[src/pwr_seq_pkg.sv]
// shared constants and types of the power mode and reset sequencer
package pwr_seq_pkg;

    // ------------
    // clock and timing
    // ------------
    localparam int CLK_PERIOD_NS = 10;
    // power-up times in ns; each divides into whole cycles
    localparam int PWRUP_T0_CYC = 140000 / CLK_PERIOD_NS;
    localparam int PWRUP_T1_CYC = 4500000 / CLK_PERIOD_NS;
    localparam int PWRUP_T2_CYC = 18000000 / CLK_PERIOD_NS;
    localparam int PWRUP_T3_CYC = 72000000 / CLK_PERIOD_NS;
    localparam int PWRUP_T4_CYC = 288000000 / CLK_PERIOD_NS;
    localparam int OST_SHORT_CYC = 1;
    localparam int OST_LONG_CYC = 16;
    localparam int SETTLE_XTAL_CYC = 512;
    localparam int SETTLE_RC_CYC = 16;
    localparam int CNT_W = 32;

    // power-up select codes
    localparam logic [2:0] PWRUP_SEL_T0 = 3'h0;
    localparam logic [2:0] PWRUP_SEL_T1 = 3'h1;
    localparam logic [2:0] PWRUP_SEL_T2 = 3'h2;
    localparam logic [2:0] PWRUP_SEL_T3 = 3'h3;

    // instruction clock divider last counts
    localparam logic [1:0] INSTR_DIV2_LAST = 2'h1;
    localparam logic [1:0] INSTR_DIV4_LAST = 2'h3;

    // ------------
    // registers
    // ------------
    localparam int PADDR_W = 12;
    localparam logic [11:0] ADDR_OSC_CTRL = 12'h000;
    localparam logic [11:0] ADDR_STATUS = 12'h004;
    localparam int OSC_FAST_SEL_BIT = 0;
    localparam int OSC_FAST_STOP_BIT = 1;
    localparam int OSC_MODE_LSB = 2;
    localparam int OSC_MODE_MSB = 3;
    localparam logic [3:0] OSC_CTRL_RESET = 4'h1;
    localparam int STAT_PD_BIT = 3;
    localparam int STAT_TO_BIT = 4;
    localparam int STAT_STATE_LSB = 8;
    localparam int STAT_GIE_BIT = 16;
    localparam logic [1:0] MODE_RUN = 2'h0;
    localparam logic [1:0] MODE_HALT = 2'h1;
    localparam logic [1:0] MODE_STANDBY = 2'h2;
    localparam logic [10:0] IRQ_VECTOR = 11'h008;
    localparam int NUM_TIMERS = 4;

    // ------------
    // sequencer states
    // ------------
    typedef enum logic [6:0] {
        ST_RESET = 7'b0000001,
        ST_PWRUP = 7'b0000010,
        ST_OST = 7'b0000100,
        ST_RUN = 7'b0001000,
        ST_STANDBY = 7'b0010000,
        ST_HALT = 7'b0100000,
        ST_SETTLE = 7'b1000000
    } seq_state_t;

endpackage : pwr_seq_pkg

[src/delay_if.sv]
// carrier between the sequencer and its delay counter
`timescale 1ns/1ns
interface delay_if;
    logic load;
    logic [31:0] value;
    logic done;
    modport ctrl (output load, output value, input done);
    modport cnt (input load, input value, output done);
endinterface : delay_if

[src/delay_counter.sv]
// down counter for power-up, start-up and wake settle delays
`timescale 1ns/1ns
module delay_counter (
    input wire logic MCLK,
    input wire logic RST_N,
    delay_if.cnt dly
);
    import pwr_seq_pkg::*;

    logic [CNT_W-1:0] count;

    // ------------
    // count down; done pulses the cycle after the last decrement
    // ------------
    always_ff @(posedge MCLK or negedge RST_N) begin
        if (!RST_N) begin
            count <= '0;
        end else if (dly.load) begin
            count <= dly.value;
        end else if (count != '0) begin
            count <= count - 1'b1;
        end
    end

    // a fresh load cancels a pending done
    always_ff @(posedge MCLK or negedge RST_N) begin
        if (!RST_N) begin
            dly.done <= 1'b0;
        end else begin
            dly.done <= !dly.load && (count == {{(CNT_W-1){1'b0}}, 1'b1});
        end
    end
endmodule : delay_counter

[src/power_mode_and_reset_sequencer.sv]
// power mode and reset sequencer with apb control registers
//
// Function
// - clearing fast select moves the system clock to slow oscillator, fast keeps running
// - fast stop bit set disables fast oscillator in slow run and standby; standby with fast select set keeps it running
// - setting fast select in slow run returns to fast run
// - mode field 10b enters standby; execution stops, slow oscillator runs
// - standby stops peripherals but enabled timers keep counting
// - standby wakes on timer, watchdog, port, external, voltage, comparator, converter, touch
// - after wake, fast select picks fast run or slow run
// - halt entered by sleep instruction or mode field 01b
// - halt entry clears powerdown flag, sets timeout flag, clears watchdog
// - halt stops both oscillators, peripherals, timers and execution
// - halt wakes only on watchdog, port change, external or touch events
// - halt wake waits 512 cycles with crystal mode, else 16
// - standby wake needs no settle delay
// - wake branches to vector 0x008 if interrupts enabled, else next instruction
// - reset starts on power-on, low voltage, external pin low or watchdog
// - reset loads defined initial values, leaves unknown ones unchanged
// - power-on and low voltage set both flags; pin reset sets both only from halt
// - watchdog reset clears timeout, powerdown too from halt; sleep 1/0, clear 1/1
// - after reset release wait selected power-up time of five choices
// - then wait 1 cycle start-up for shortest setting, 16 cycles otherwise
// - after reset the startup clock bit selects fast or slow run
// - fast select at bit 0, mode field at bits 3 to 2
// - instruction clock is system clock divided by 2 or 4
//
// The implementer's own choices: the APB slave port and the placing of the registers.
`timescale 1ns/1ns
module power_mode_and_reset_sequencer #(
    parameter int unsigned PWRUP_CYC_0 = pwr_seq_pkg::PWRUP_T0_CYC,
    parameter int unsigned PWRUP_CYC_1 = pwr_seq_pkg::PWRUP_T1_CYC,
    parameter int unsigned PWRUP_CYC_2 = pwr_seq_pkg::PWRUP_T2_CYC,
    parameter int unsigned PWRUP_CYC_3 = pwr_seq_pkg::PWRUP_T3_CYC,
    parameter int unsigned PWRUP_CYC_4 = pwr_seq_pkg::PWRUP_T4_CYC
) (
    input wire logic MCLK,
    input wire logic RST_N,
    // apb slave
    input wire logic PSEL,
    input wire logic PENABLE,
    input wire logic PWRITE,
    input wire logic [pwr_seq_pkg::PADDR_W-1:0] PADDR,
    input wire logic [31:0] PWDATA,
    output logic [31:0] PRDATA,
    output logic PREADY,
    output logic PSLVERR,
    // reset sources
    input wire logic POWER_ON_DETECT,
    input wire logic LOW_VOLTAGE_RESET,
    input wire logic EXT_RESET_PIN_N,
    input wire logic WATCHDOG_RESET,
    // configuration words
    input wire logic [2:0] PWRUP_SELECT,
    input wire logic STARTUP_FAST,
    input wire logic INSTR_DIV4,
    input wire logic FAST_CRYSTAL_MODE,
    input wire logic MID_CRYSTAL_MODE,
    input wire logic SLOW_CRYSTAL_MODE,
    // cpu events
    input wire logic SLEEP_INSTR,
    input wire logic WATCHDOG_CLEAR_INSTR,
    input wire logic IRQ_ENABLE_INSTR,
    input wire logic IRQ_DISABLE_INSTR,
    // wake sources
    input wire logic [pwr_seq_pkg::NUM_TIMERS-1:0] TIMER_RUN_ENABLE,
    input wire logic [pwr_seq_pkg::NUM_TIMERS-1:0] TIMER_EXPIRE,
    input wire logic WATCHDOG_TIMEOUT,
    input wire logic PORT_CHANGE,
    input wire logic EXT_INTERRUPT,
    input wire logic LOW_VOLTAGE_DETECT,
    input wire logic COMPARATOR_CHANGE,
    input wire logic CONVERT_DONE,
    input wire logic TOUCH_COMPARE,
    input wire logic TOUCH_OVERFLOW,
    // controls
    output logic FAST_OSC_EN,
    output logic SLOW_OSC_EN,
    output logic SYS_CLK_FAST,
    output logic INSTR_CLK,
    output logic CPU_RUN,
    output logic CPU_RESET,
    output logic PERIPH_EN,
    output logic [pwr_seq_pkg::NUM_TIMERS-1:0] TIMER_EN,
    output logic WATCHDOG_CLEAR,
    output logic WAKE_BRANCH,
    output logic WAKE_RESUME,
    output logic [10:0] WAKE_VECTOR
);
    import pwr_seq_pkg::*;

    seq_state_t state, next_state;
    logic [3:0] osc_control_reg;
    logic [1:0] power_mode_field, div_cnt, div_last;
    logic sys_clk_fast_select, fast_osc_stop, powerdown_flag_n, timeout_flag_n, irq_on, irq_on_at_entry;
    logic reset_event, standby_wake, halt_wake, crystal_mode, enter_halt, wake_done, apb_setup, apb_write_osc;
    logic [CNT_W-1:0] pwrup_cycles;
    logic [31:0] status_word;

    delay_if dly ();

    delay_counter u_delay (.MCLK (MCLK), .RST_N (RST_N), .dly (dly));

    // ------------
    // event decode
    // ------------
    assign sys_clk_fast_select = osc_control_reg[OSC_FAST_SEL_BIT];
    assign fast_osc_stop = osc_control_reg[OSC_FAST_STOP_BIT];
    assign power_mode_field = osc_control_reg[OSC_MODE_MSB:OSC_MODE_LSB];
    // any reset source; the pin is active low
    assign reset_event = POWER_ON_DETECT || LOW_VOLTAGE_RESET || !EXT_RESET_PIN_N || WATCHDOG_RESET;
    // a timer only wakes the core while its enable keeps it counting
    assign standby_wake = |(TIMER_EXPIRE & TIMER_RUN_ENABLE) || WATCHDOG_TIMEOUT || PORT_CHANGE
        || EXT_INTERRUPT || LOW_VOLTAGE_DETECT || COMPARATOR_CHANGE || CONVERT_DONE
        || TOUCH_COMPARE || TOUCH_OVERFLOW;
    // pure level decode, no oscillator needed to see these
    assign halt_wake = WATCHDOG_TIMEOUT || PORT_CHANGE || EXT_INTERRUPT
        || TOUCH_COMPARE || TOUCH_OVERFLOW;
    assign crystal_mode = FAST_CRYSTAL_MODE || MID_CRYSTAL_MODE || SLOW_CRYSTAL_MODE;
    assign enter_halt = (state == ST_RUN) && (next_state == ST_HALT);
    assign wake_done = (next_state == ST_RUN) && ((state == ST_STANDBY) || (state == ST_SETTLE));

    // power-up length from the three select bits; codes above 3 give the longest
    assign pwrup_cycles = (PWRUP_SELECT == PWRUP_SEL_T0) ? CNT_W'(PWRUP_CYC_0)
        : (PWRUP_SELECT == PWRUP_SEL_T1) ? CNT_W'(PWRUP_CYC_1)
        : (PWRUP_SELECT == PWRUP_SEL_T2) ? CNT_W'(PWRUP_CYC_2)
        : (PWRUP_SELECT == PWRUP_SEL_T3) ? CNT_W'(PWRUP_CYC_3) : CNT_W'(PWRUP_CYC_4);

    // ------------
    // sequencer state machine
    // ------------
    always_comb begin
        next_state = state;
        dly.load = 1'b0;
        dly.value = '0;
        if (reset_event) begin
            next_state = ST_RESET;
        end else begin
            case (state)
                ST_RESET: begin
                    next_state = ST_PWRUP;
                    dly.load = 1'b1;
                    dly.value = pwrup_cycles;
                end
                ST_PWRUP: begin
                    if (dly.done) begin
                        next_state = ST_OST;
                        dly.load = 1'b1;
                        dly.value = (PWRUP_SELECT == PWRUP_SEL_T0) ? CNT_W'(OST_SHORT_CYC)
                            : CNT_W'(OST_LONG_CYC);
                    end
                end
                ST_RUN: begin
                    if (SLEEP_INSTR || (power_mode_field == MODE_HALT)) begin
                        next_state = ST_HALT;
                    end else if (power_mode_field == MODE_STANDBY) begin
                        next_state = ST_STANDBY;
                    end
                end
                ST_STANDBY: begin
                    if (standby_wake) begin
                        next_state = ST_RUN;
                    end
                end
                ST_HALT: begin
                    if (halt_wake) begin
                        next_state = ST_SETTLE;
                        dly.load = 1'b1;
                        dly.value = crystal_mode ? CNT_W'(SETTLE_XTAL_CYC) : CNT_W'(SETTLE_RC_CYC);
                    end
                end
                ST_OST, ST_SETTLE: begin
                    if (dly.done) begin
                        next_state = ST_RUN;
                    end
                end
                default: begin
                    next_state = ST_RESET;
                end
            endcase
        end
    end

    // state register
    always_ff @(posedge MCLK or negedge RST_N) begin
        if (!RST_N) begin
            state <= ST_RESET;
        end else begin
            state <= next_state;
        end
    end

    // ------------
    // oscillator control register
    // ------------
    // hardware clears the mode field on wake so halt or standby is not re-entered
    always_ff @(posedge MCLK or negedge RST_N) begin
        if (!RST_N) begin
            osc_control_reg <= OSC_CTRL_RESET;
        end else if (reset_event) begin
            osc_control_reg <= OSC_CTRL_RESET;
        end else if ((state == ST_OST) && dly.done) begin
            osc_control_reg[OSC_FAST_SEL_BIT] <= STARTUP_FAST;
        end else if (wake_done || ((state == ST_HALT) && halt_wake)) begin
            osc_control_reg[OSC_MODE_MSB:OSC_MODE_LSB] <= MODE_RUN;
        end else if (apb_write_osc) begin
            osc_control_reg <= PWDATA[OSC_MODE_MSB:0];
        end
    end

    // ------------
    // timeout and powerdown status flags
    // ------------
    // flags survive a reset cycle; only the causing event decides them
    always_ff @(posedge MCLK or negedge RST_N) begin
        if (!RST_N) begin
            timeout_flag_n <= 1'b1;
            powerdown_flag_n <= 1'b1;
        end else if (reset_event && (state != ST_RESET)) begin
            if (POWER_ON_DETECT || LOW_VOLTAGE_RESET) begin
                timeout_flag_n <= 1'b1;
                powerdown_flag_n <= 1'b1;
            end else if (WATCHDOG_RESET) begin
                timeout_flag_n <= 1'b0;
                powerdown_flag_n <= (state != ST_HALT);
            end else if (state == ST_HALT) begin
                timeout_flag_n <= 1'b1;
                powerdown_flag_n <= 1'b1;
            end
        end else if (enter_halt) begin
            timeout_flag_n <= 1'b1;
            powerdown_flag_n <= 1'b0;
        end else if (WATCHDOG_CLEAR_INSTR && (state == ST_RUN)) begin
            timeout_flag_n <= 1'b1;
            powerdown_flag_n <= 1'b1;
        end
    end

    // ------------
    // interrupt enable tracking
    // ------------
    always_ff @(posedge MCLK or negedge RST_N) begin
        if (!RST_N) begin
            irq_on <= 1'b0;
        end else if (reset_event) begin
            irq_on <= 1'b0;
        end else if (IRQ_ENABLE_INSTR) begin
            irq_on <= 1'b1;
        end else if (IRQ_DISABLE_INSTR) begin
            irq_on <= 1'b0;
        end
    end

    // captured as the core stops, so a late change cannot alter the wake path
    always_ff @(posedge MCLK or negedge RST_N) begin
        if (!RST_N) begin
            irq_on_at_entry <= 1'b0;
        end else if ((state == ST_RUN) && (next_state != ST_RUN)) begin
            irq_on_at_entry <= irq_on;
        end
    end

    // wake resume strobes and vector
    always_ff @(posedge MCLK or negedge RST_N) begin
        if (!RST_N) begin
            WAKE_BRANCH <= 1'b0;
            WAKE_RESUME <= 1'b0;
            WAKE_VECTOR <= '0;
        end else begin
            WAKE_BRANCH <= wake_done && irq_on_at_entry;
            WAKE_RESUME <= wake_done && !irq_on_at_entry;
            WAKE_VECTOR <= IRQ_VECTOR;
        end
    end

    // ------------
    // instruction clock enable
    // ------------
    assign div_last = INSTR_DIV4 ? INSTR_DIV4_LAST : INSTR_DIV2_LAST;

    // runs only while executing; restarts at zero after any stop
    always_ff @(posedge MCLK or negedge RST_N) begin
        if (!RST_N) begin
            div_cnt <= '0;
            INSTR_CLK <= 1'b0;
        end else if (next_state != ST_RUN) begin
            div_cnt <= '0;
            INSTR_CLK <= 1'b0;
        end else begin
            div_cnt <= (div_cnt >= div_last) ? 2'h0 : div_cnt + 2'h1;
            INSTR_CLK <= (div_cnt >= div_last);
        end
    end

    // ------------
    // clock and power controls
    // ------------
    // oscillators come back as soon as halt is left, before the settle count
    always_ff @(posedge MCLK or negedge RST_N) begin
        if (!RST_N) begin
            FAST_OSC_EN <= 1'b1;
            SLOW_OSC_EN <= 1'b1;
            SYS_CLK_FAST <= 1'b1;
        end else begin
            FAST_OSC_EN <= (next_state != ST_HALT) && (sys_clk_fast_select || !fast_osc_stop);
            SLOW_OSC_EN <= (next_state != ST_HALT);
            SYS_CLK_FAST <= sys_clk_fast_select;
        end
    end

    // execution and module gating
    always_ff @(posedge MCLK or negedge RST_N) begin
        if (!RST_N) begin
            CPU_RUN <= 1'b0;
            CPU_RESET <= 1'b1;
            PERIPH_EN <= 1'b0;
            TIMER_EN <= '0;
            WATCHDOG_CLEAR <= 1'b0;
        end else begin
            CPU_RUN <= (next_state == ST_RUN);
            CPU_RESET <= (next_state == ST_RESET) || (next_state == ST_PWRUP) || (next_state == ST_OST);
            PERIPH_EN <= (next_state == ST_RUN);
            TIMER_EN <= ((next_state == ST_RUN) || (next_state == ST_STANDBY)) ? TIMER_RUN_ENABLE : '0;
            WATCHDOG_CLEAR <= enter_halt;
        end
    end

    // ------------
    // apb slave
    // ------------
    assign apb_setup = PSEL && !PENABLE;
    assign apb_write_osc = PSEL && PENABLE && PREADY && PWRITE && (PADDR == ADDR_OSC_CTRL);

    always_comb begin
        status_word = '0;
        status_word[STAT_PD_BIT] = powerdown_flag_n;
        status_word[STAT_TO_BIT] = timeout_flag_n;
        status_word[STAT_STATE_LSB +: 7] = state;
        status_word[STAT_GIE_BIT] = irq_on;
    end

    // zero wait: answer is prepared during setup, ready in the first access cycle
    always_ff @(posedge MCLK or negedge RST_N) begin
        if (!RST_N) begin
            PREADY <= 1'b0;
            PRDATA <= '0;
            PSLVERR <= 1'b0;
        end else if (apb_setup) begin
            PREADY <= 1'b1;
            if (PADDR == ADDR_OSC_CTRL) begin
                PRDATA <= {28'h0, osc_control_reg};
                PSLVERR <= 1'b0;
            end else if (PADDR == ADDR_STATUS) begin
                PRDATA <= status_word;
                PSLVERR <= PWRITE; // status is read only
            end else begin
                PRDATA <= '0;
                PSLVERR <= 1'b1;
            end
        end else begin
            PREADY <= 1'b0;
            PSLVERR <= 1'b0;
        end
    end
endmodule : power_mode_and_reset_sequencer

[config.mk]
export PLATFORM = sky130hd
export DESIGN_NAME = power_mode_and_reset_sequencer
export DESIGN_NICKNAME = d
export VERILOG_FILES = /design/src/pwr_seq_pkg.sv /design/src/delay_if.sv /design/src/delay_counter.sv /design/src/power_mode_and_reset_sequencer.sv
export SDC_FILE = /design/constraint.sdc
export NUM_CORES = 1
export LEC_CHECK = 0
export BUFFER_PORTS_ARGS = -buffer_cell sky130_fd_sc_hd__buf_2
export CAP_MARGIN = 40
export CELL_PAD_IN_SITES_DETAIL_PLACEMENT = 1
export CELL_PAD_IN_SITES_GLOBAL_PLACEMENT = 1
export CORE_MARGIN = 3
export CORE_UTILIZATION = 35
export DETAILED_ROUTE_END_ITERATION = 10
export GPL_TIMING_DRIVEN = 0
export PLACE_DENSITY = 0.78
export SLEW_MARGIN = 20
export SYNTH_ARGS = -nofsm -noshare
export SYNTH_HDL_FRONTEND = slang
export SYNTH_HIERARCHICAL = 1
export SYNTH_SLANG_ARGS = --single-unit
[constraint.sdc]
create_clock -name MCLK -period 2.9 [get_ports MCLK]
set_input_delay 0.145 -clock MCLK [delete_from_list [all_inputs] [get_ports MCLK]]
set_output_delay 0.145 -clock MCLK [all_outputs]
set_load 0.01 [all_outputs]
==> flow_metrics.tcl <==
set metrics [dict create \
    status "finished clean" \
    grt_pass1_wl_um 22960 \
    max_freq_mhz 361.9 \
    setup_tns_ps 0 \
    finalCritPeriodShare_pct 95.27 \
    hold_viol_final 0 \
    slew_violations 0 \
    fin_worst_hold_slack_ps 35.51 \
    hpwl_um 10650 \
    rsz0062_at_grt "false" \
    hp-start "IRQ_ENABLE_INSTR" \
    worstMarginPinSlew_ps 656.4 \
    seq_area_sq_mm 0.001987 \
    globalplace.congestion 0.8610 \
    clk_pin_slew_ps 60 \
    place_inst 799 \
    worst-r2r-cell-count 8 \
    period_needed_ps 2763 \
    cts_root_buf "clkbuf_16" \
    clock_sinks 79 \
    largest_reg_flops 32 \
    fin_skew_ps 7.074 \
    cts_tree "done" \
    fill_cells 1570 \
    grt_max_degree 42 \
    antenna_found_initial 0 \
    wire_per_inst_um 17.23 \
    setup_viol 0 \
    route.detailed.drc 0 \
    r2r-start "state[4]$_DFF_PN0_" \
    cts_buffer_depth 2 \
    drive_gt1_share_pct 27.98 \
    busiest_layer "met2" \
    io_pins 140 \
    hold_path_class "input pin to flip-flop" \
    final_util_pct 45.37 \
    via_per_inst 5.308 \
    io_buffers 79 \
    worstSkewPairLatency_ps 340 \
    htreeDepth 3 \
    crit_required_ps 3120 \
    std_cell_rows 41 \
    core_sq_mm 0.01293 \
    syn_inst 509 \
    routed-via-count 4347 \
    first_global_vias 4540 \
    power.leakage_nw 2.705 \
    cap_violations 0 \
    reg_top3 "u_delay/count x32, PRDATA x13, state x7" \
    fin_cells 819 \
    drtPass1Iterations 4 \
    dieArea_sq_mm 0.01495 \
    synth-seq-area-share_pct 41.99 \
    synth_top_area_share_pct 37.55 \
    grt_overflow 0 \
    final_common_cell "buf_2" \
    endpoint_kind "flip-flop" \
    relSlewSlack_pct 56.05 \
    ant_nets 0 \
    cp.arrival_ps 2980 \
    synthesis.area_sq_mm 0.004732 \
    die_width_um 122.3 \
    use_met1_pct 23.90 \
    area_growth_pct 23.96 \
    multiInputGateArea_sq_mm 0.002470 \
    layout_common_cells "83 x buf_2, 71 x dfrtp_1, 54 x nor2_1" \
    startpoint "state[4]$_DFF_PN0_" \
    powerDensity_mw_per_mm2 555.0 \
    startpoint_type "flip-flop" \
    synth.distinct_cells 73 \
    async_flop_share_pct 100.0 \
    synth-main-ff-cell "dfrtp_1" \
    netlist.top_cell.by_area "dfrtp_1" \
    track_usage_pct 19.32 \
    nets 726 \
    yosysWarnings 6 \
    min_path_cells 3 \
    synthTopCellsByArea "dfrtp_1 38%, buf_4 4.9%, dfstp_2 4.4%" \
    peakVddDrop_mv 0.2622 \
    top_register "u_delay/count" \
    synth_edf_count 0 \
    diodes 0 \
    path_class "flip-flop to flip-flop" \
    gr-usage-met3_pct 2.627 \
    synth.avg_cell_area_sq_um 9.297 \
    fp.dieH_um 122.3 \
    fin_area_sq_mm 0.005866 \
    synth_seq_cells 79 \
    cts_buffers 9 \
    met2_usage_pct 34.28 \
    initial_core_util_pct 36.60 \
    postRouteWirelength_um 14110 \
    cp_max_fo 10 \
    dpl_cell_area_sq_mm 0.005508 \
    first_iter_violations 266 \
]
[where the power goes]
part / leakage, nW / internal (mW) / total (mW) / switching, mW
clock: 0.146 / 0.686 / 1.13 / 0.443
combinational: 1.53 / 0.321 / 0.701 / 0.380
sequential: 1.02 / 1.25 / 1.42 / 0.171
[synth_stat cells, types with 5 or more instances]
cell type	instances
dfrtp_1	71
nor2_1	54
buf_4	31
nand2_1	31
inv_1	20
a22o_1	19
a21oi_1	17
clkbuf_1	16
nor3_1	16
nand3_1	15
nand4_1	15
xnor2_1	15
o31ai_1	14
a31oi_1	13
nor4_1	11
or4_1	10
or3_1	9
dfstp_2	8
o21ai_0	8
nand2b_1	7
nand4b_1	6
xor2_1	6
and2_1	5
buf_2	5
or2_2	5
[worst paths after layout]
kind	to	slack (ps)
max	u_delay/count[24]$_DFFE_PN0P_	140
min	irq_on$_DFFE_PN0P_	40
max reg2reg	u_delay/count[24]$_DFFE_PN0P_	140
min reg2reg	SYS_CLK_FAST$_DFF_PN1_	400
max in group asynchronous	SLOW_OSC_EN$_DFF_PN1_	1920
min in group asynchronous	PRDATA[9]$_DFFE_PN0P_	320
[per-layer routing]
metal	routed length (um)	vias to the layer above
met2	7161	132
met4	182	0
met1	6021	2146
met5	0	-
met3	743	14
li1	-	2055
[metrics by stage]
| stage | power [mW] | setup WS [ps] |
|---|---|---|
| after CTS | 3.276 | 5.155 |
| after detailed placement | 2.132 | -588.8 |
| after global routing | 3.446 | 51.21 |
| final | 3.255 | 137.1 |
| after floorplan | 1.911 | 214.9 |
| after global placement | 2.084 | -568.9 |
[what timing repair did]
item / CTS / global route
endpoints found under the setup margin: 33 / 30
buffers inserted: 0 / 3
hold endpoints to repair: 36 / 0
gates resized for setup: 8 / 5
pin swaps: 0 / 1
hold buffers: 1 / 0
[worst max-delay path: stages, from the launching register on]
cell and delay (ps):
dfrtp_1 360, buf_2 180, nor4_4 400, nand2b_1 220, or3_4 460, a31oi_4 280
inv_1 130, clkbuf_2 250, a311o_1 360
[kinds of logic after synthesis]
logic type	Yosys count	synth area share [%]
AOI/OAI and AO/OA	110	17.85
xor gates and xnor gates	21	3.887
adders and majority gates	4	1.005
buffers and inverters	77	9.254
DFF	79	41.99
muxes	6	1.322
other	2	0.1587
and+or+nand+nor	210	24.54
[area by class of cell]
| type | instances | area share [%] |
|---|---|---|
| clock buffer | 12 | 4.202 |
| inverter | 21 | 1.344 |
| clock inverter | 4 | 0.7679 |
| sequential | 79 | 33.87 |
| multi-input combinational | 391 | 42.11 |
| timing repair buffer | 84 | 7.679 |
| tap | 172 | 3.669 |
| buffer | 56 | 6.357 |
(Power assumes the default switching activity.)
